### config.mk
export PLATFORM = sky130hd
export DESIGN_NAME = scsfw_top
export DESIGN_NICKNAME = d
export VERILOG_FILES = /design/src/core/scsfw_pkg.sv /design/src/core/scsfw_div_if.sv /design/src/core/scsfw_top.sv /design/src/core/scsfw_prescaler.sv
export SDC_FILE = /design/constraint.sdc
export NUM_CORES = 1
export LEC_CHECK = 0
export ABC_AREA = 1
export CAP_MARGIN = 20
export CORE_ASPECT_RATIO = 0.75
export CORE_MARGIN = 5
export CORE_UTILIZATION = 45
export CTS_CLUSTER_SIZE = 12
export DETAILED_ROUTE_END_ITERATION = 8
export DONT_BUFFER_PORTS = 1
export GPL_ROUTABILITY_DRIVEN = 0
export SETUP_SLACK_MARGIN = 0.4
export SYNTH_ARGS = -nofsm -noshare
export SYNTH_HDL_FRONTEND = slang
export SYNTH_SLANG_ARGS = --single-unit
### constraint.sdc
create_clock -name clk_i -period 10.8 [get_ports clk_i]
set_input_delay 3.24 -clock clk_i [delete_from_list [all_inputs] [get_ports clk_i]]
set_output_delay 3.24 -clock clk_i [all_outputs]
set_load 0.01 [all_outputs]
### src/core/scsfw_pkg.sv
// package: register map, field layout, reset values and timing counts of the clock select block
package scsfw_pkg;

  // ==========================================================================
  // clock and timing
  // ==========================================================================
  localparam int unsigned CLK_PERIOD_NS   = 20;    // 50 MHz system side clock
  localparam real         ERASE_TIME_MS   = 8.0;   // longest sector or page erase
  localparam real         PROGRAM_TIME_MS = 3.5;   // longest page program
  // longest times round down to whole cycles
  localparam int unsigned ERASE_CYC   = $rtoi(ERASE_TIME_MS * 1.0e6 / real'(CLK_PERIOD_NS));
  localparam int unsigned PROGRAM_CYC = $rtoi(PROGRAM_TIME_MS * 1.0e6 / real'(CLK_PERIOD_NS));
  localparam int unsigned OP_EXTRA_CYC = 4;        // control state machine overhead

  // ==========================================================================
  // types
  // ==========================================================================
  typedef logic [19:0] scsfw_opcnt_t;
  typedef logic [10:0] scsfw_fact_t;
  typedef logic [9:0]  scsfw_div_t;
  typedef logic [3:0]  scsfw_ws_t;
  typedef logic [1:0]  scsfw_sel_t;
  typedef logic [1:0]  scsfw_mod_t;
  typedef enum logic [1:0] {OP_IDLE, OP_TIMED, OP_FINISH} scsfw_op_e;

  // ==========================================================================
  // register offsets (byte addresses)
  // ==========================================================================
  localparam logic [7:0] ADR_SYSCTL  = 8'h00;  // system_control_word0
  localparam logic [7:0] ADR_LOOPCTL = 8'h04;  // loop_control_word0
  localparam logic [7:0] ADR_MEMBUS  = 8'h08;  // memory_bus_control
  localparam logic [7:0] ADR_FLCMD   = 8'h0c;  // flash operation command and status

  // ==========================================================================
  // field positions and widths
  // ==========================================================================
  localparam int unsigned SEL_LSB     = 0;   // clock_source_select
  localparam int unsigned ACT_LSB     = 4;   // active source, read only
  localparam int unsigned BYP_BIT     = 0;   // vco_bypass_bit
  localparam int unsigned DIV_LSB     = 16;  // output_prescaler_divider
  localparam int unsigned WS_LSB      = 0;   // flash_wait_state_count
  localparam int unsigned CMD_START   = 0;
  localparam int unsigned CMD_KIND    = 1;   // 0 erase, 1 program
  localparam int unsigned CMD_TGT_LSB = 4;
  localparam int unsigned CMD_BUSY    = 8;
  localparam int unsigned CMD_REFUSED = 9;
  localparam int unsigned SEL_W       = 2;
  localparam int unsigned DIV_W       = 10;
  localparam int unsigned WS_W        = 4;
  localparam int unsigned MOD_W       = 2;

  // ==========================================================================
  // reset values and codes
  // ==========================================================================
  localparam scsfw_sel_t SEL_RST    = 2'h0;
  localparam logic       BYP_RST    = 1'h1;
  localparam scsfw_div_t DIV_RST    = 10'h000;
  localparam scsfw_ws_t  WS_RST     = 4'h4;
  localparam scsfw_sel_t SEL_WAKEUP = 2'h0;
  localparam scsfw_sel_t SEL_RSVD   = 2'h1;
  localparam scsfw_sel_t SEL_LOOP   = 2'h2;
  localparam scsfw_sel_t SEL_DIRECT = 2'h3;
  localparam scsfw_mod_t MOD_FREE   = 2'h3;  // module usable beside a read of any other module
  localparam int unsigned SRC_EXT   = 0;
  localparam int unsigned SRC_XTAL  = 1;
  localparam int unsigned SRC_LOOP  = 2;
  localparam int unsigned SRC_WAKE  = 3;
  localparam int unsigned NSRC      = 4;

endpackage

### src/core/scsfw_div_if.sv
// interface: oscillator level, prescaler factor and divided clock between top and prescaler
`timescale 1ns/1ps
interface scsfw_div_if;
  logic                   osc_lvl;
  scsfw_pkg::scsfw_fact_t factor;
  logic                   div_clk;

  modport top (output osc_lvl, output factor, input div_clk);
  modport div (input osc_lvl, input factor, output div_clk);
endinterface

### src/core/scsfw_top.sv
// top: system clock selection, prescaler control, flash wait states and flash operation timing
//
// How it works
// [RULE_01] select 11 drives the system clock straight from the external clock input
// [RULE_02] select 10 with bypass 1 divides the oscillator by the prescaler factor
// [RULE_03] prescaler factor is divider field plus one; factor one passes oscillator through
// [RULE_04] prescaler divides by up to 1024, the slowest reachable system clock
// [RULE_05] software sets wait states 1/2/3/4 for up to 8/13/17 MHz and above
// [RULE_06] wait states delay only non-sequential reads; sequential reads use prefetch
// [RULE_07] software never erases or programs the module it is reading from
// [RULE_08] module 3 may be erased or programmed while any other module is read
// [RULE_09] at most four parallel operations at one read module and 80 MHz, else one; the code starts no operation while one is busy
// [RULE_10] each operation adds a few clock cycles beyond its 8.0 or 3.5 ms time
// [RULE_11] select 10 with bypass 0 takes the system clock from the loop output
// [RULE_12] select 00 takes the system clock from the wakeup clock source
// [RULE_13] reserved select 01 keeps the source that is currently active
//
// The implementer's own choices: the Wishbone interface to the registers and the register offsets.
`timescale 1ns/1ps
module scsfw_top #(
  parameter int unsigned ERASE_CYCLES   = scsfw_pkg::ERASE_CYC,
  parameter int unsigned PROGRAM_CYCLES = scsfw_pkg::PROGRAM_CYC
) (
  input  wire logic        clk_i,
  input  wire logic        rst_i,
  input  wire logic        wb_cyc_i,
  input  wire logic        wb_stb_i,
  input  wire logic        wb_we_i,
  input  wire logic [7:0]  wb_adr_i,
  input  wire logic [3:0]  wb_sel_i,
  input  wire logic [31:0] wb_dat_i,
  output logic      [31:0] wb_dat_o,
  output logic             wb_ack_o,
  input  wire logic        ext_clk_i,
  input  wire logic        crystal_i,
  input  wire logic        loop_clk_i,
  input  wire logic        wakeup_clk_i,
  input  wire logic        rd_req_i,
  input  wire logic        rd_seq_i,
  input  wire logic [1:0]  rd_module_i,
  output logic             sys_clk_o,
  output logic             rd_ready_o,
  output logic             op_busy_o,
  output logic             op_done_o
);

  // ==========================================================================
  // source synchronisers
  // ==========================================================================
  logic [scsfw_pkg::NSRC-1:0] src_raw;
  logic [scsfw_pkg::NSRC-1:0] src_meta_q;
  logic [scsfw_pkg::NSRC-1:0] src_sync_q;

  assign src_raw = {wakeup_clk_i, loop_clk_i, crystal_i, ext_clk_i};

  // two flip-flops per clock source pin
  genvar gi;
  generate
    for (gi = 0; gi < scsfw_pkg::NSRC; gi++) begin : g_sync
      always_ff @(posedge clk_i) begin
        if (rst_i) begin
          src_meta_q[gi] <= 1'b0;
          src_sync_q[gi] <= 1'b0;
        end else begin
          src_meta_q[gi] <= src_raw[gi];
          src_sync_q[gi] <= src_meta_q[gi];
        end
      end
    end
  endgenerate

  // ==========================================================================
  // register state
  // ==========================================================================
  scsfw_pkg::scsfw_sel_t sel_q;
  scsfw_pkg::scsfw_sel_t sel_d;
  scsfw_pkg::scsfw_sel_t active_q;
  scsfw_pkg::scsfw_sel_t active_d;
  logic                  byp_q;
  logic                  byp_d;
  scsfw_pkg::scsfw_div_t div_q;
  scsfw_pkg::scsfw_div_t div_d;
  scsfw_pkg::scsfw_ws_t  ws_q;
  scsfw_pkg::scsfw_ws_t  ws_d;
  logic                  refused_q;
  logic                  refused_d;
  logic                  ack_q;
  logic                  ack_d;
  logic [31:0]           dat_q;
  logic [31:0]           dat_d;

  // bus decode
  logic                  wb_hit;
  logic                  wb_wr;
  logic [31:0]           wmask;
  logic [31:0]           rdata;
  logic [31:0]           cur_sysctl;
  logic [31:0]           cur_loopctl;
  logic [31:0]           cur_membus;
  logic [31:0]           cur_flcmd;
  logic [31:0]           new_word;

  // flash operation command decode
  logic                  start_req;
  logic                  start_ok;
  logic                  conflict;
  logic                  refused_clr;
  logic                  rd_active;
  scsfw_pkg::scsfw_mod_t tgt_new;

  // flash operation sequencer
  scsfw_pkg::scsfw_op_e   op_q;
  scsfw_pkg::scsfw_op_e   op_d;
  scsfw_pkg::scsfw_opcnt_t op_cnt_q;
  scsfw_pkg::scsfw_opcnt_t op_cnt_d;
  logic                  kind_q;
  logic                  kind_d;
  scsfw_pkg::scsfw_mod_t tgt_q;
  scsfw_pkg::scsfw_mod_t tgt_d;
  logic                  busy_q;
  logic                  busy_d;
  logic                  done_q;
  logic                  done_d;

  // flash read timing
  logic                  rd_busy_q;
  logic                  rd_busy_d;
  scsfw_pkg::scsfw_ws_t  rd_cnt_q;
  scsfw_pkg::scsfw_ws_t  rd_cnt_d;
  logic                  rd_ready_q;
  logic                  rd_ready_d;

  // system clock
  logic                  sys_clk_q;
  logic                  sys_clk_d;

  scsfw_div_if div_bus ();

  // ==========================================================================
  // prescaler
  // ==========================================================================
  assign div_bus.osc_lvl = src_sync_q[scsfw_pkg::SRC_XTAL];
  assign div_bus.factor  = {1'b0, div_q} + 11'h001;  // factor is field plus one [RULE_03]

  scsfw_prescaler u_prescaler (
    .clk_i  (clk_i),
    .rst_i  (rst_i),
    .div_if (div_bus)
  );

  // ==========================================================================
  // wishbone slave
  // ==========================================================================
  assign wb_hit = wb_cyc_i && wb_stb_i && !ack_q;
  assign wb_wr  = wb_hit && wb_we_i;
  assign wmask  = {{8{wb_sel_i[3]}}, {8{wb_sel_i[2]}}, {8{wb_sel_i[1]}}, {8{wb_sel_i[0]}}};

  // current register words as software sees them
  always_comb begin
    cur_sysctl  = 32'h0000_0000;
    cur_loopctl = 32'h0000_0000;
    cur_membus  = 32'h0000_0000;
    cur_flcmd   = 32'h0000_0000;
    cur_sysctl[scsfw_pkg::SEL_LSB +: scsfw_pkg::SEL_W]      = sel_q;
    cur_sysctl[scsfw_pkg::ACT_LSB +: scsfw_pkg::SEL_W]      = active_q;
    cur_loopctl[scsfw_pkg::BYP_BIT]                         = byp_q;
    cur_loopctl[scsfw_pkg::DIV_LSB +: scsfw_pkg::DIV_W]     = div_q;
    cur_membus[scsfw_pkg::WS_LSB +: scsfw_pkg::WS_W]        = ws_q;
    cur_flcmd[scsfw_pkg::CMD_KIND]                          = kind_q;
    cur_flcmd[scsfw_pkg::CMD_TGT_LSB +: scsfw_pkg::MOD_W]   = tgt_q;
    cur_flcmd[scsfw_pkg::CMD_BUSY]                          = busy_q;
    cur_flcmd[scsfw_pkg::CMD_REFUSED]                       = refused_q;
  end

  // read mux; unmapped offsets read as zero
  always_comb begin
    case (wb_adr_i)
      scsfw_pkg::ADR_SYSCTL:  rdata = cur_sysctl;
      scsfw_pkg::ADR_LOOPCTL: rdata = cur_loopctl;
      scsfw_pkg::ADR_MEMBUS:  rdata = cur_membus;
      scsfw_pkg::ADR_FLCMD:   rdata = cur_flcmd;
      default:                rdata = 32'h0000_0000;
    endcase
  end

  // write data masked by byte lanes, used by every write decode
  assign new_word = (wb_dat_i & wmask);

  // configuration register updates and bus answer
  always_comb begin
    ack_d = wb_hit;
    dat_d = (wb_hit && !wb_we_i) ? rdata : 32'h0000_0000;
    sel_d = sel_q;
    byp_d = byp_q;
    div_d = div_q;
    ws_d  = ws_q;
    if (wb_wr && wb_adr_i == scsfw_pkg::ADR_SYSCTL && wb_sel_i[0]) begin
      sel_d = new_word[scsfw_pkg::SEL_LSB +: scsfw_pkg::SEL_W];
    end
    if (wb_wr && wb_adr_i == scsfw_pkg::ADR_LOOPCTL) begin
      if (wb_sel_i[0]) begin
        byp_d = new_word[scsfw_pkg::BYP_BIT];
      end
      if (wb_sel_i[2]) begin
        div_d[7:0] = new_word[scsfw_pkg::DIV_LSB +: 8];
      end
      if (wb_sel_i[3]) begin
        div_d[9:8] = new_word[scsfw_pkg::DIV_LSB + 8 +: 2];
      end
    end
    if (wb_wr && wb_adr_i == scsfw_pkg::ADR_MEMBUS && wb_sel_i[0]) begin
      ws_d = new_word[scsfw_pkg::WS_LSB +: scsfw_pkg::WS_W];  // software picks the count [RULE_05]
    end
  end

  // ==========================================================================
  // flash operation command
  // ==========================================================================
  assign tgt_new     = new_word[scsfw_pkg::CMD_TGT_LSB +: scsfw_pkg::MOD_W];
  assign start_req   = wb_wr && wb_adr_i == scsfw_pkg::ADR_FLCMD && wb_sel_i[0] &&
                       new_word[scsfw_pkg::CMD_START];
  assign refused_clr = wb_wr && wb_adr_i == scsfw_pkg::ADR_FLCMD && wb_sel_i[1] &&
                       new_word[scsfw_pkg::CMD_REFUSED];
  assign rd_active   = rd_busy_q || rd_req_i;
  // only the module being read is blocked, so module 3 runs beside any other read [RULE_07] [RULE_08]
  assign conflict    = rd_active && (tgt_new == rd_module_i);
  assign start_ok    = start_req && !busy_q && !conflict;

  // refused flag: a new refusal wins over a clear in the same cycle
  always_comb begin
    refused_d = (start_req && !start_ok) || (refused_q && !refused_clr);
  end

  // erase or program sequencer: timed part then overhead cycles
  always_comb begin
    op_d     = op_q;
    op_cnt_d = op_cnt_q;
    kind_d   = kind_q;
    tgt_d    = tgt_q;
    done_d   = 1'b0;
    case (op_q)
      scsfw_pkg::OP_IDLE: begin
        if (start_ok) begin
          op_d   = scsfw_pkg::OP_TIMED;
          kind_d = new_word[scsfw_pkg::CMD_KIND];
          tgt_d  = tgt_new;
          if (new_word[scsfw_pkg::CMD_KIND]) begin
            op_cnt_d = scsfw_pkg::scsfw_opcnt_t'(PROGRAM_CYCLES - 1);
          end else begin
            op_cnt_d = scsfw_pkg::scsfw_opcnt_t'(ERASE_CYCLES - 1);
          end
        end
      end
      scsfw_pkg::OP_TIMED: begin
        if (op_cnt_q == 20'h00000) begin
          op_d     = scsfw_pkg::OP_FINISH;
          op_cnt_d = scsfw_pkg::scsfw_opcnt_t'(scsfw_pkg::OP_EXTRA_CYC - 1);  // extra cycles [RULE_10]
        end else begin
          op_cnt_d = op_cnt_q - 20'h00001;
        end
      end
      scsfw_pkg::OP_FINISH: begin
        if (op_cnt_q == 20'h00000) begin
          op_d   = scsfw_pkg::OP_IDLE;
          done_d = 1'b1;
        end else begin
          op_cnt_d = op_cnt_q - 20'h00001;  // [RULE_10]
        end
      end
      default: begin
        op_d     = scsfw_pkg::OP_IDLE;
        op_cnt_d = 20'h00000;
      end
    endcase
    busy_d = (op_d != scsfw_pkg::OP_IDLE);
  end

  // ==========================================================================
  // flash read wait states
  // ==========================================================================
  always_comb begin
    rd_busy_d  = rd_busy_q;
    rd_cnt_d   = rd_cnt_q;
    rd_ready_d = 1'b0;
    if (!rd_busy_q) begin
      if (rd_req_i) begin
        rd_busy_d = 1'b1;
        rd_cnt_d  = rd_seq_i ? 4'h0 : ws_q;  // waits only on non-sequential reads [RULE_06]
      end
    end else if (rd_cnt_q == 4'h0) begin
      rd_busy_d  = 1'b0;
      rd_ready_d = 1'b1;
    end else begin
      rd_cnt_d = rd_cnt_q - 4'h1;
    end
  end

  // ==========================================================================
  // system clock selection
  // ==========================================================================
  always_comb begin
    active_d  = (sel_q == scsfw_pkg::SEL_RSVD) ? active_q : sel_q;  // reserved keeps source [RULE_13]
    sys_clk_d = sys_clk_q;
    case (active_q)
      scsfw_pkg::SEL_DIRECT: sys_clk_d = src_sync_q[scsfw_pkg::SRC_EXT];  // [RULE_01]
      scsfw_pkg::SEL_LOOP: begin
        if (byp_q) begin
          sys_clk_d = div_bus.div_clk;  // prescaler path [RULE_02]
        end else begin
          sys_clk_d = src_sync_q[scsfw_pkg::SRC_LOOP];  // [RULE_11]
        end
      end
      scsfw_pkg::SEL_WAKEUP: sys_clk_d = src_sync_q[scsfw_pkg::SRC_WAKE];  // [RULE_12]
      default:               sys_clk_d = sys_clk_q;
    endcase
  end

  // ==========================================================================
  // registers
  // ==========================================================================
  always_ff @(posedge clk_i) begin
    if (rst_i) begin
      sel_q      <= scsfw_pkg::SEL_RST;
      active_q   <= scsfw_pkg::SEL_RST;
      byp_q      <= scsfw_pkg::BYP_RST;
      div_q      <= scsfw_pkg::DIV_RST;
      ws_q       <= scsfw_pkg::WS_RST;
      refused_q  <= 1'b0;
      ack_q      <= 1'b0;
      dat_q      <= 32'h0000_0000;
      op_q       <= scsfw_pkg::OP_IDLE;
      op_cnt_q   <= 20'h00000;
      kind_q     <= 1'b0;
      tgt_q      <= 2'h0;
      busy_q     <= 1'b0;
      done_q     <= 1'b0;
      rd_busy_q  <= 1'b0;
      rd_cnt_q   <= 4'h0;
      rd_ready_q <= 1'b0;
      sys_clk_q  <= 1'b0;
    end else begin
      sel_q      <= sel_d;
      active_q   <= active_d;
      byp_q      <= byp_d;
      div_q      <= div_d;
      ws_q       <= ws_d;
      refused_q  <= refused_d;
      ack_q      <= ack_d;
      dat_q      <= dat_d;
      op_q       <= op_d;
      op_cnt_q   <= op_cnt_d;
      kind_q     <= kind_d;
      tgt_q      <= tgt_d;
      busy_q     <= busy_d;
      done_q     <= done_d;
      rd_busy_q  <= rd_busy_d;
      rd_cnt_q   <= rd_cnt_d;
      rd_ready_q <= rd_ready_d;
      sys_clk_q  <= sys_clk_d;
    end
  end

  // outputs straight from flip-flops
  assign wb_dat_o   = dat_q;
  assign wb_ack_o   = ack_q;
  assign sys_clk_o  = sys_clk_q;
  assign rd_ready_o = rd_ready_q;
  assign op_busy_o  = busy_q;
  assign op_done_o  = done_q;

endmodule

### src/core/scsfw_prescaler.sv
// output prescaler: divides the synchronised oscillator level by a factor of 1 to 1024
`timescale 1ns/1ps
module scsfw_prescaler (
  input  wire logic clk_i,
  input  wire logic rst_i,
  scsfw_div_if.div  div_if
);

  // ==========================================================================
  // state
  // ==========================================================================
  logic                   prev_q;
  logic                   prev_d;
  scsfw_pkg::scsfw_div_t  cnt_q;
  scsfw_pkg::scsfw_div_t  cnt_d;
  logic                   out_q;
  logic                   out_d;
  scsfw_pkg::scsfw_fact_t half;
  scsfw_pkg::scsfw_fact_t last;

  assign div_if.div_clk = out_q;
  assign half           = (div_if.factor + 11'h001) >> 1;
  assign last           = div_if.factor - 11'h001;

  // next count and output level, stepping on each oscillator rise
  always_comb begin
    prev_d = div_if.osc_lvl;
    cnt_d  = cnt_q;
    out_d  = out_q;
    if (div_if.factor == 11'h001) begin
      out_d = div_if.osc_lvl;  // pass-through keeps oscillator duty [RULE_03]
      cnt_d = 10'h000;
    end else if (div_if.osc_lvl && !prev_q) begin
      if ({1'b0, cnt_q} >= last) begin
        cnt_d = 10'h000;  // one output period per factor rises [RULE_02]
      end else begin
        cnt_d = cnt_q + 10'h001;
      end
      out_d = ({1'b0, cnt_d} < half);  // high for the first half of the period [RULE_04]
    end
  end

  // registers
  always_ff @(posedge clk_i) begin
    if (rst_i) begin
      prev_q <= 1'b0;
      cnt_q  <= 10'h000;
      out_q  <= 1'b0;
    end else begin
      prev_q <= prev_d;
      cnt_q  <= cnt_d;
      out_q  <= out_d;
    end
  end

endmodule

# Yosys cells after proc, flatten, opt, wreduce, memory -nomap -nowiden
# Index checks and enable logic that the tools add are counted.
# Widths: inputs -> output; s select.
# word_totals
regBits	107
inputBits	57
out_inout_bits	37
wordCells	129
# op_classes
n_addsub	6
order_cmp	2
n_eq_ne	13
mux	26
n_bitwise	4
n_reduce_logical	48
# op_table
op	n
$pmux 26 s4	1
$mux 20	3
$pmux 20 s3	1
$mux 10	3
$and 26x26->26	1
$logic_and 1x1->1	20
$logic_not 20->1	1
$sub 20x1->20 const B	1
$mux 19	1
$eq 8x4->1 const B	2
$mux 4	4
$reduce_and 2->1	6
$add 10x1->11 const B	1
$add 11x1->11 const B	1
$eq 11x1->1 const B	1
$ge 10x11->1	1
$sub 11x1->11 const B	1
$add 10x1->10 const B	1
$lt 10x10->1	1
$eq 8x3->1 const B	1
$logic_not 8->1	1
$mux 1	8
$reduce_or 2->1	4
$logic_not 1->1	7
other kinds (14)	27

# Logic depth before layout (Yosys ltp)
# Gate-level depths: netlist of the first run.
# depth
depth_word	11
ltp_mapped	31
mapped_depth_nobuf	31

# Cells and area by module
# A second synthesis of the first run with hierarchy kept.
# unflattened
cells_unflattened	788
hier_area_um2	5529.1
# modules_own_cells
mod	n_inst	cells_each	area_each_um2	seq_area_each_um2
scsfw_top	1	561	3996.3	1621.6
scsfw_prescaler	1	227	1532.7	240.2

# Worst setup path after synthesis of the first run
# No wires, ideal clock.
# synth_path
kind	input to register
start	input wb_adr_i[7]
end	register div_q[6]
setup_time_ns	0.128
arrival_time_ns	4.555
required_time_ns	10.672
slack_ns	6.117
stages	11
path_buffers	1
cell_sequence	nor2_1 > nand2_1 > nor2_1 > inv_1 > nor3_1 > inv_1 > nor3_1 > nand2_1 > clkbuf_1 > o21ai_0 > a21oi_1
# synth_between
elab_chain_len	3
# synth_lines
element	line_no	rtl
from (decl)	scsfw_top.sv:29	input wire logic [7:0] wb_adr_i,
$eq 8x3->1	scsfw_top.sv:200	if (wb_wr && wb_adr_i == scsfw_pkg::ADR_LOOPCTL) begin
$logic_and 1x1->1	scsfw_top.sv:200	
$reduce_and 2->1 (no source line)	--	
to (signal assigned)	scsfw_top.sv:326	div_q <= scsfw_pkg::DIV_RST;
to (signal assigned)	scsfw_top.sv:345	div_q <= div_d;
to (decl)	scsfw_top.sv:81	scsfw_pkg::scsfw_div_t div_q;
# No other way between the ends.
# A chain may end at the register's enable or synchronous reset.

# Worst setup path after layout of the first run
# layout_path
start	input wb_cyc_i
end	register op_cnt_q[14]
# layout_between
elab_chain_len	10
# layout_lines
element	line_no	rtl
from (decl)	scsfw_top.sv:26	input wire logic wb_cyc_i,
$logic_and 1x1->1 (2 in series)	scsfw_top.sv:154	assign wb_hit = wb_cyc_i && wb_stb_i && !ack_q;
$logic_and 1x1->1	scsfw_top.sv:155	assign wb_wr = wb_hit && wb_we_i;
$logic_and 1x1->1 (3 in series)	scsfw_top.sv:220	assign start_req = wb_wr && wb_adr_i == scsfw_pkg::ADR_FLCMD && wb_sel_i[0] &&
$logic_and 1x1->1 (2 in series)	scsfw_top.sv:227	assign start_ok = start_req && !busy_q && !conflict;
$ne 2x2->1 (no source line)	--	
$reduce_and 2->1 (no source line)	--	
to (signal assigned)	scsfw_top.sv:351	op_cnt_q <= op_cnt_d;
to (decl)	scsfw_top.sv:114	scsfw_pkg::scsfw_opcnt_t op_cnt_q;
# No other way between the ends.

==> impl_metrics.csv, run 1 <==
group,metric,value,unit
clock_tree,clockRootBuffer,"clkbuf_16",
logic_synthesis,synth_seq_area_share,35.2,%
power,leakagePower,2.41,nW
place,io_buffer_count,0,
route,drc,0,
cells_and_area,antenna_cells,0,
cells_and_area,fill_cells,1181,
timing,rsz0062_at_grt,"no",
timing,fin_setup_tns,0,ns
logic_synthesis,ys_types,46,
route,routedWlPerCell,13.0,µm
floorplan,die_width,135,µm
setup_path,crit_type,"in2reg",
clock_tree,post-cts-setup-buffers,0,
min_path,hold_class,"reg2reg",
min_path,hold_end,"src_sync_q[2]",
timing,holdWs,0.402,ns
power,p_per_area,168,mW/mm²
setup_path,worstPathCellList,"nand2_1 > nor2_1 > inv_2 > nor2_1 > nand2_1 > nor3_2 > nand2_1 > nand2_1 > o21ai_2 > inv_1 > nand3_1 > xor2_1 > nor2_1",
setup_path,cp_slowest_cell,"inv_1",
run_status,status,"finished, final reports clean",
job,maxCapViolations,0,
logic_synthesis,yosysTopAreaCell,"dfxtp_1",
global_routing,grt_pass1_vias,4184,
setup_path,crit_fanout,21,
setup_path,rr_worst_depth,29,
setup_path,r2r-start,"div_q[0]",
cells_and_area,syn2layout_area_growth,7.60,%
logic_synthesis,yosysWarnings,0,
floorplan,io_pins,94,
timing,slew_headroom,31.6,%
floorplan,start_util,45.9,%
min_path,holdPathStages,2,
logic_synthesis,ys_top_cells_by_area,"dfxtp_1, nand2_1, inv_1",
clock_tree,cts_tree,"built",
setup_path,critPathMaxStageDelay,0.49,ns
logic_synthesis,synthMuxAreaShare,0,%
timing,skew,0.00682,ns
route,drtIter0Drc,181,
setup_path,crit_family,"simple AND/OR/NAND/NOR gates",
logic_synthesis,syn_inst,746,
timing,setup_violations,0,
cells_and_area,drive_above_1_share,7.63,%
global_routing,grt_max_degree,43,
logic_synthesis,synthAdderAreaFrac,6.15,%
timing,fin_crit,5.28,ns
clock_tree,h-tree-depth,3,
logic_synthesis,ys_ff_latch,93,
clock_tree,cts_hold_buf,0,
route,via_per_inst,4.92,
global_routing,antenna_found_initial,0,
setup_path,arrival,5.52,ns
global_routing,grt_pass1_wl,19.6,mm
timing,worst_slack,5.52,ns
floorplan,die_area,0.0140,mm²
place,pre_cts_slack,5.07,ns
place,hpwl,8.91,mm
route,wl,11.9,mm
logic_synthesis,synth_compound_area_share,14.6,%
logic_synthesis,synth_top_family_by_area,"simple AND/OR/NAND/NOR gates",
setup_path,rr_endpoint,"u_prescaler.div_if.div_clk",
timing,finalMaxSlewViolations,0,
cells_and_area,final_nets,825,
logic_synthesis,syn_avg_cell_area,7.09,µm²
clock_tree,clk_path_buf_depth,2,
route,vias,4475,
logic_synthesis,synth_simple_gate_area_share,27.2,%
floorplan,die_y,104,µm
clock_tree,cts.sinks,93,
setup_path,rrSetupSlack,6.49,ns
power,vdd_drop_max,107,µV
setup_path,crit_path_frequent_cell,"nand2_1",
timing,final-hold-violation-count,0,
global_routing,grt_overflow,0,
clock_tree,clk_pin_slew,0.07,ns
floorplan,core,0.0115,mm²
logic_synthesis,synth-xor-area-share,6.15,%
logic_synthesis,synth_area,0.00529,mm²
route,antenna_left,0,
route,firstDrtPassIters,5,
timing,fmax,0.189,GHz
setup_path,cp-end-kind,"flop",
setup_path,worst_setup_path_start_kind,"input port",
clock_tree,ctsResizeCount,0,
clock_tree,cts_made_buffers,9,
setup_path,crit_required,11.04,ns
floorplan,row_count,34,
timing,worst_pin_slew,1.02,ns
timing,fin_crit_sh,48.9,%
setup_path,critPathBufInv,2,
min_path,hold_start,"src_meta_q[2]",
global_routing,track_usage,16.9,%
clock_tree,clock_latency,0.35,ns
logic_synthesis,yosysTopAreaCellShare,35.2,%
-- area by class of cell --
class	count	area (µm²)	area share, %
clock buffer	10	229	4.02
sequential	93	1860	32.7
clock inverter	6	80.1	1.41
multi-input combinational	532	2920	51.3
inverter	106	398	6.99
tap	162	203	3.56
-- kinds of logic after synthesis --
logic type | count (synthesis)
compound gates | 141
xor+xnor | 35
fa+ha+maj | 26
buf+inv | 134
flops | 93
other cells | 1
simple gates | 316
-- sequential cells by signal, indices dropped and copies added (netlist names), 2 cells and up --
name	flops
op_cnt_q	20
wb_dat_o	18
div_q	10
u_prescaler.cnt_q	10
rd_cnt_q	4
src_meta_q	4
ws_q	4
src_sync_q	3
active_q	2
op_q	2
sel_q	2
tgt_q	2
-- power by group --
group          total [mW]  switching (mW)  internal, mW
Combinational       0.238           0.150        0.0885
Clock               0.330           0.145         0.184
Sequential          0.387          0.0220         0.365
Total               0.955           0.317         0.638
-- through the flow --
stage	std cells	utilization, %	instance area [µm²]	total power [mW]
3_3_place_gp	893	46.7	5380	0.628
3_5_place_dp	893	46.7	5380	0.631
5_1_grt	909	49.3	5690	1.01
6_report	909	49.3	5690	0.955
4_1_cts	909	49.3	5690	0.964
2_1_floorplan	759	-	5340	0.593
-- cell usage after synthesis, drive strengths merged --
| cell type | count |
|---|---|
| nor3b | 1 |
| buf | 18 |
| dfxtp | 93 |
| o21a | 3 |
| a21oi | 64 |
| conb | 1 |
| o22ai | 1 |
| o211ai | 4 |
| nand4 | 8 |
| o31ai | 2 |
| nor3 | 31 |
| nor4 | 2 |
| clkbuf | 10 |
| o311ai | 1 |
| nand2 | 136 |
| xor2 | 24 |
| nor2 | 107 |
| o21bai | 2 |
| inv | 106 |
| nand3 | 25 |
| a221oi | 1 |
| a211oi | 4 |
| a21o | 1 |
| ha | 26 |
| nand3b | 1 |
| xnor2 | 11 |
| o21ai | 58 |
| or3 | 1 |
| or2 | 4 |
-- routing by layer --
layer  track usage, %  wire [µm]
met5                0          0
met4             4.96        140
met3             5.17        692
met2             27.4       5420
met1             21.7       5610
-- worst min-delay path: stages, from the launching register on --
cell     delay, ns
dfxtp_1       0.30
inv_1         0.04
nor2_1        0.03
-- worst max-delay path by stage --
stage | startpoint | endpoint | cells past startpoint
floorplan | wb_adr_i[7] | div_q[6] | 11
detailed placement | wb_cyc_i | op_cnt_q[14] | 13
global placement | wb_cyc_i | op_cnt_q[14] | 13
global route | wb_cyc_i | op_cnt_q[14] | 13
CTS | wb_cyc_i | op_cnt_q[14] | 13
finish | wb_cyc_i | op_cnt_q[14] | 13
-- layout by cell type, fill, tap and decap left out, types with 14 or more instances in the layout --
master   count
inv_1      100
xor2_1      23
conb_1      14
nor3_1      28
nand2_1    127
o21ai_0     53
dfxtp_1     93
ha_1        26
a21oi_1     62
nand3_1     22
nor2_1      95
No activity file was read; power rests on OpenSTA's default activity.
==> inputs of run 2 (changes only) <==
Clock period 10.8 ns to 4.24 ns, I/O delays scaled along.
==> run 2 against run 1 <==
Net effect:
- critical path depth rose by 17
- cell count up 2.4%
- global-route usage rose by 0.73 points
- clock-buffer cell count unchanged
- design area rose by 6.0%
- largest cell class unchanged
- total power grew to 2.5 times the previous value
- clock skew rose by 0.0033 ns
- critical path type is now reg2reg
- hold slack improved by 0.0031 ns
- first-iteration DRC count decreased by 6.6%
- combinational power grew to 2.6 times the previous value
- sequential share of layout area decreased by 1.7 points
- register-to-register slack got worse by 6.0 ns
==> impl_metrics.csv, run 2 (synthesized netlist as in run 1, its figures left out) <==
group,metric,value,unit
timing,fin_crit_sh,87.5,%
floorplan,die_area,0.0140,mm²
route,drc,0,
setup_path,crit_fanout,6,
setup_path,crit_path_frequent_cell,"nand2_1",
cells_and_area,final_nets,847,
floorplan,start_util,45.9,%
setup_path,crit_required,4.52,ns
clock_tree,clockRootBuffer,"clkbuf_16",
cells_and_area,syn2layout_area_growth,14.0,%
timing,holdWs,0.406,ns
job,maxCapViolations,0,
global_routing,grt_overflow,0,
setup_path,critPathBufInv,2,
min_path,hold_class,"reg2reg",
route,vias,4558,
cells_and_area,layout_commonest_cell,"nand2_1",
setup_path,r2r-start,"div_q[0]",
clock_tree,clock_latency,0.34,ns
setup_path,crit_type,"reg2reg",
cells_and_area,regArea,0.00187,mm²
timing,fin_setup_tns,0,ns
setup_path,critPathMaxStageDelay,0.39,ns
power,leakagePower,2.55,nW
cells_and_area,multiInputGateArea,0.00308,mm²
route,via_per_inst,4.90,
global_routing,grt_pass1_vias,4389,
power,vdd_drop_max,263,µV
clock_tree,cts_made_buffers,9,
setup_path,arrival,3.99,ns
setup_path,crit_end,"u_prescaler.div_if.div_clk",
cells_and_area,mostFrequentLayoutCells,"nand2_1, inv_1, nor2_1",
timing,rsz0062_at_grt,"yes",
place,dp_cells,905,
power,p_per_area,400,mW/mm²
global_routing,grt_max_degree,43,
timing,fmax,0.269,GHz
global_routing,grt_pass1_wl,20.7,mm
timing,worst_pin_slew,0.684,ns
route,antenna_left,0,
place,io_buffer_count,0,
cells_and_area,top_register,"op_cnt_q",
setup_path,rrSetupSlack,0.53,ns
global_routing,antenna_found_initial,0,
cells_and_area,drive_above_1_share,14.4,%
timing,slew_headroom,54.4,%
setup_path,crit_family,"simple AND/OR/NAND/NOR gates",
setup_path,cp-end-kind,"flop",
setup_path,cp.depth,30,
clock_tree,clk_pin_slew,0.07,ns
floorplan,row_count,34,
run_status,status,"finished, final reports clean",
route,wl,12.3,mm
cells_and_area,fin_cells,931,
floorplan,io_pins,94,
setup_path,cp_slowest_cell,"dfxtp_4",
global_routing,track_usage,17.7,%
setup_path,cp-startpoint,"div_q[0]",
setup_path,rr_endpoint,"u_prescaler.div_if.div_clk",
setup_path,worst_setup_path_start_kind,"flop",
timing,fin_crit,3.71,ns
cells_and_area,antenna_cells,0,
timing,final-hold-violation-count,0,
clock_tree,cts.sinks,93,
timing,skew,0.0101,ns
floorplan,die_width,135,µm
setup_path,rr_worst_depth,30,
timing,setup_violations,0,
floorplan,die_y,104,µm
route,drtIter0Drc,169,
clock_tree,h-tree-depth,3,
timing,finalMaxSlewViolations,0,
clock_tree,cts_hold_buf,0,
cells_and_area,fill_cells,1146,
route,firstDrtPassIters,4,
clock_tree,cts_tree,"built",
cells_and_area,largest_register_ffs,20,
route,routedWlPerCell,13.2,µm
clock_tree,clk_path_buf_depth,2,
place,hpwl,9.14,mm
floorplan,core,0.0115,mm²
==> run 2: cell count changes in the layout (fill, tap and decap cells not counted), sizes merged <==
cell / delta
buf: +22
inv: +1
bufinv: -1
==> run 2: what timing repair did <==
item | 4_1_cts | 5_1_grt
resized for setup | 13 | 33
hold endpoints to repair | 0 | 0
setup buffers | 5 | 4
setup endpoints to repair | 1 | 1
pin swaps | 5 | 22
==> run 2: worst min path at each step <==
stage / to / slack (ns) / start / cells past startpoint
after floorplan: div_bus.osc_lvl / 0.39 / src_meta_q[1] / 2
after global placement: div_bus.osc_lvl / 0.40 / src_meta_q[1] / 2
after detailed placement: src_sync_q[2] / 0.39 / src_meta_q[2] / 2
after CTS: src_sync_q[2] / 0.40 / src_meta_q[2] / 2
after global routing: src_sync_q[3] / 0.43 / src_meta_q[3] / 2
final: src_sync_q[3] / 0.41 / src_meta_q[3] / 2
==> run 2: report_power, final <==
| part | leakage [nW] | switching [mW] | internal [mW] |
|---|---|---|---|
| clock | 0.146 | 0.379 | 0.432 |
| combinational | 1.64 | 0.382 | 0.232 |
| sequential | 0.757 | 0.0567 | 0.929 |
==> run 2: layer usage <==
metal | share of wire (%) | vias up | global-route usage, %
li1 | - | 2407 | -
met1 | 48 | 2062 | 22.8
met2 | 47 | 80 | 29.5
met3 | 4.9 | 9 | 4.45
met4 | 0.93 | 0 | 4.32
met5 | 0 | - | 0
==> run 2: stage by stage <==
stage | utilization, % | instance area [µm²] | setup WS, ns | power (mW)
after floorplan | - | 5340 | 0.503 | 1.51
after global placement | 47.4 | 5470 | 0.242 | 1.60
after detailed placement | 47.4 | 5470 | 0.171 | 1.61
after CTS | 50.7 | 5840 | 0.407 | 2.44
after global routing | 52.3 | 6030 | 0.141 | 2.57
final | 52.3 | 6030 | 0.529 | 2.41
==> run 2: cell type report <==
| class | count | share of cell area [%] |
|---|---|---|
| flip-flops and latches | 93 | 31.1 |
| multi-input cells | 532 | 51.1 |
| repair buffers | 22 | 2.80 |
| clock buffers | 10 | 3.96 |
| inverters | 106 | 6.60 |
| clock inverters | 6 | 1.06 |
| well taps | 162 | 3.36 |
==> run 2: worst reg2reg max path, delay by kind of cell, from the launching register on <==
family | cells | cell delay [ns]
buffers and inverters | 2 | 0.23
XOR/XNOR | 1 | 0.14
AND/OR/NAND/NOR | 19 | 1.51
flip-flops | 1 | 0.39
adder cells (fa/ha/maj) | 3 | 0.71
AO/OA/AOI/OAI | 5 | 0.65
==> inputs of run 3 (changes only) <==
Settings changed: CORE_UTILIZATION 45 to 40, CTS_BUF_LIST from default to sky130_fd_sc_hd__clkbuf_4.
==> run 3 against run 2 <==
Net effect:
- non-clock buffer count increased by 5
- maximum frequency is 1.5% lower
- die area up 11%
- global-route usage shrank 1.1 points
- design area fell by 2.1%
- combinational power is essentially flat
- cell count up 1.5%
- clock-buffer cell count shrank 1
==> impl_metrics.csv, run 3 (synthesized netlist as in run 1, its figures left out) <==
group,metric,value,unit
setup_path,crit_family,"simple AND/OR/NAND/NOR gates",
timing,fin_crit_sh,88.9,%
floorplan,die_area,0.0156,mm²
setup_path,cp-end-kind,"flop",
timing,slew_headroom,30.2,%
setup_path,critPathBufInv,4,
timing,fmax,0.265,GHz
cells_and_area,drive_above_1_share,15.1,%
floorplan,die_width,143,µm
cells_and_area,mostFrequentLayoutCells,"nand2_1, inv_1, nor2_1",
cells_and_area,top_register,"op_cnt_q",
run_status,status,"finished, final reports clean",
floorplan,io_pins,94,
setup_path,crit_fanout,7,
timing,worst_pin_slew,1.04,ns
power,p_seq_share,47.5,%
global_routing,track_usage,16.5,%
floorplan,die_y,110,µm
clock_tree,h-tree-depth,3,
setup_path,arrival,4.17,ns
clock_tree,clock_latency,0.47,ns
job,maxCapViolations,0,
global_routing,antenna_found_initial,0,
clock_tree,clockRootBuffer,"clkbuf_4",
floorplan,core,0.0130,mm²
cells_and_area,layout_commonest_cell,"nand2_1",
route,wl,12.9,mm
cells_and_area,syn2layout_area_growth,11.6,%
route,vias,4684,
setup_path,crit_type,"reg2reg",
power,power_switching,0.785,mW
clock_tree,cts_tree,"built",
clock_tree,cts_made_buffers,9,
global_routing,grt_overflow,0,
route,routedWlPerCell,13.6,µm
timing,fin_setup_tns,0,ns
route,drtIter0Drc,316,
global_routing,grt_max_degree,43,
place,io_buffer_count,0,
power,total_power,2.08,mW
cells_and_area,final_util,45.5,%
power,sw_frac_of_total,37.8,%
route,firstDrtPassIters,4,
cells_and_area,largest_register_ffs,20,
clock_tree,clk_pin_slew,0.18,ns
power,p_per_area,352,mW/mm²
setup_path,cp_slowest_cell,"dfxtp_4",
clock_tree,clk_path_buf_depth,2,
route,antenna_left,0,
cells_and_area,final_nets,852,
global_routing,grt_pass1_wl,20.9,mm
floorplan,row_count,36,
timing,final-hold-violation-count,0,
power,vdd_drop_max,159,µV
timing,finalMaxSlewViolations,0,
timing,holdWs,0.414,ns
setup_path,crit_required,4.64,ns
setup_path,critPathMaxStageDelay,0.41,ns
clock_tree,cts_hold_buf,0,
power,clockPowerShare,22.8,%
timing,fin_crit,3.77,ns
power,leakagePower,2.50,nW
cells_and_area,antenna_cells,0,
timing,setup_violations,0,
place,hpwl,9.61,mm
power,combPwrFrac,29.6,%
route,drc,0,
timing,rsz0062_at_grt,"yes",
power,internal_power,1.29,mW
setup_path,worst_setup_path_start_kind,"flop",
timing,skew,0.0245,ns
min_path,hold_class,"reg2reg",
clock_tree,cts.sinks,93,
global_routing,grt_pass1_vias,4355,
floorplan,start_util,40.8,%
route,via_per_inst,4.96,
[run 3: cell count changes in the layout (fill, tap and decap cells not counted), moves of 2 or more]
cell       change
ha_1           +2
clkbuf_4       +9
nand2_2        +3
ha_4           -2
clkbuf_16      -9
buf_4          +4
clkinv_4       +2
nand2_1        -4
[run 3: power groups by stage]
| stage | Clock [mW] | Sequential [mW] | Combinational (mW) |
|---|---|---|---|
| 6_report | 0.474 | 0.987 | 0.615 |
| 5_1_grt | 0.525 | 0.997 | 0.708 |
| 4_1_cts | 0.493 | 0.988 | 0.609 |
| 3_5_place_dp | 0 | 1.01 | 0.607 |
| 3_3_place_gp | 0 | 1.01 | 0.597 |
| 2_1_floorplan | 0 | 0.994 | 0.518 |
[run 3: worst paths after layout]
| check | from | end | slack (ns) | cells past startpoint |
|---|---|---|---|---|
| min | src_meta_q[1] | div_bus.osc_lvl | 0.41 | 2 |
| max reg2reg | div_q[1] | u_prescaler.div_if.div_clk | 0.47 | 31 |
| min reg2reg | src_meta_q[1] | div_bus.osc_lvl | 0.41 | 2 |
| max | div_q[1] | u_prescaler.div_if.div_clk | 0.47 | 31 |
[run 3: area by class of cell]
type	count	area [µm²]
flip-flops and latches	93	1870
clock inverters	7	68.8
inverters	106	398
clock buffers	9	67.6
repair buffers	27	210
multi-input cells	532	3070
well taps	171	214
fillers	1326	7070
[run 3: metal layers]
metal | vias up | routed length (µm) | GRT usage [%]
li1 | 2422 | - | -
met1 | 2143 | 6200 | 22.3
met2 | 107 | 5800 | 25.9
met3 | 12 | 788 | 5.13
met4 | 0 | 110 | 4.07
met5 | - | 0 | 0
[run 3: repair_timing]
item | in CTS | in global routing
buffers inserted | 2 | 11
endpoints found under the hold margin | 0 | 0
resized for setup | 13 | 36
setup endpoints to repair | 1 | 1
pin swaps | 4 | 28
[run 3: worst min-delay path, cell delays in order (launching register included)]
cell	delay, ns
dfxtp_1	0.33
inv_1	0.04
nor2_1	0.03
[run 3: metrics by stage]
stage / setup slack (ns) / area [µm²] / std cells
after global routing: 0.140 / 5900 / 945
final: 0.473 / 5900 / 945
after global placement: 0.239 / 5490 / 916
after detailed placement: 0.223 / 5490 / 916
after floorplan: 0.503 / 5340 / 759
after CTS: 0.419 / 5690 / 934
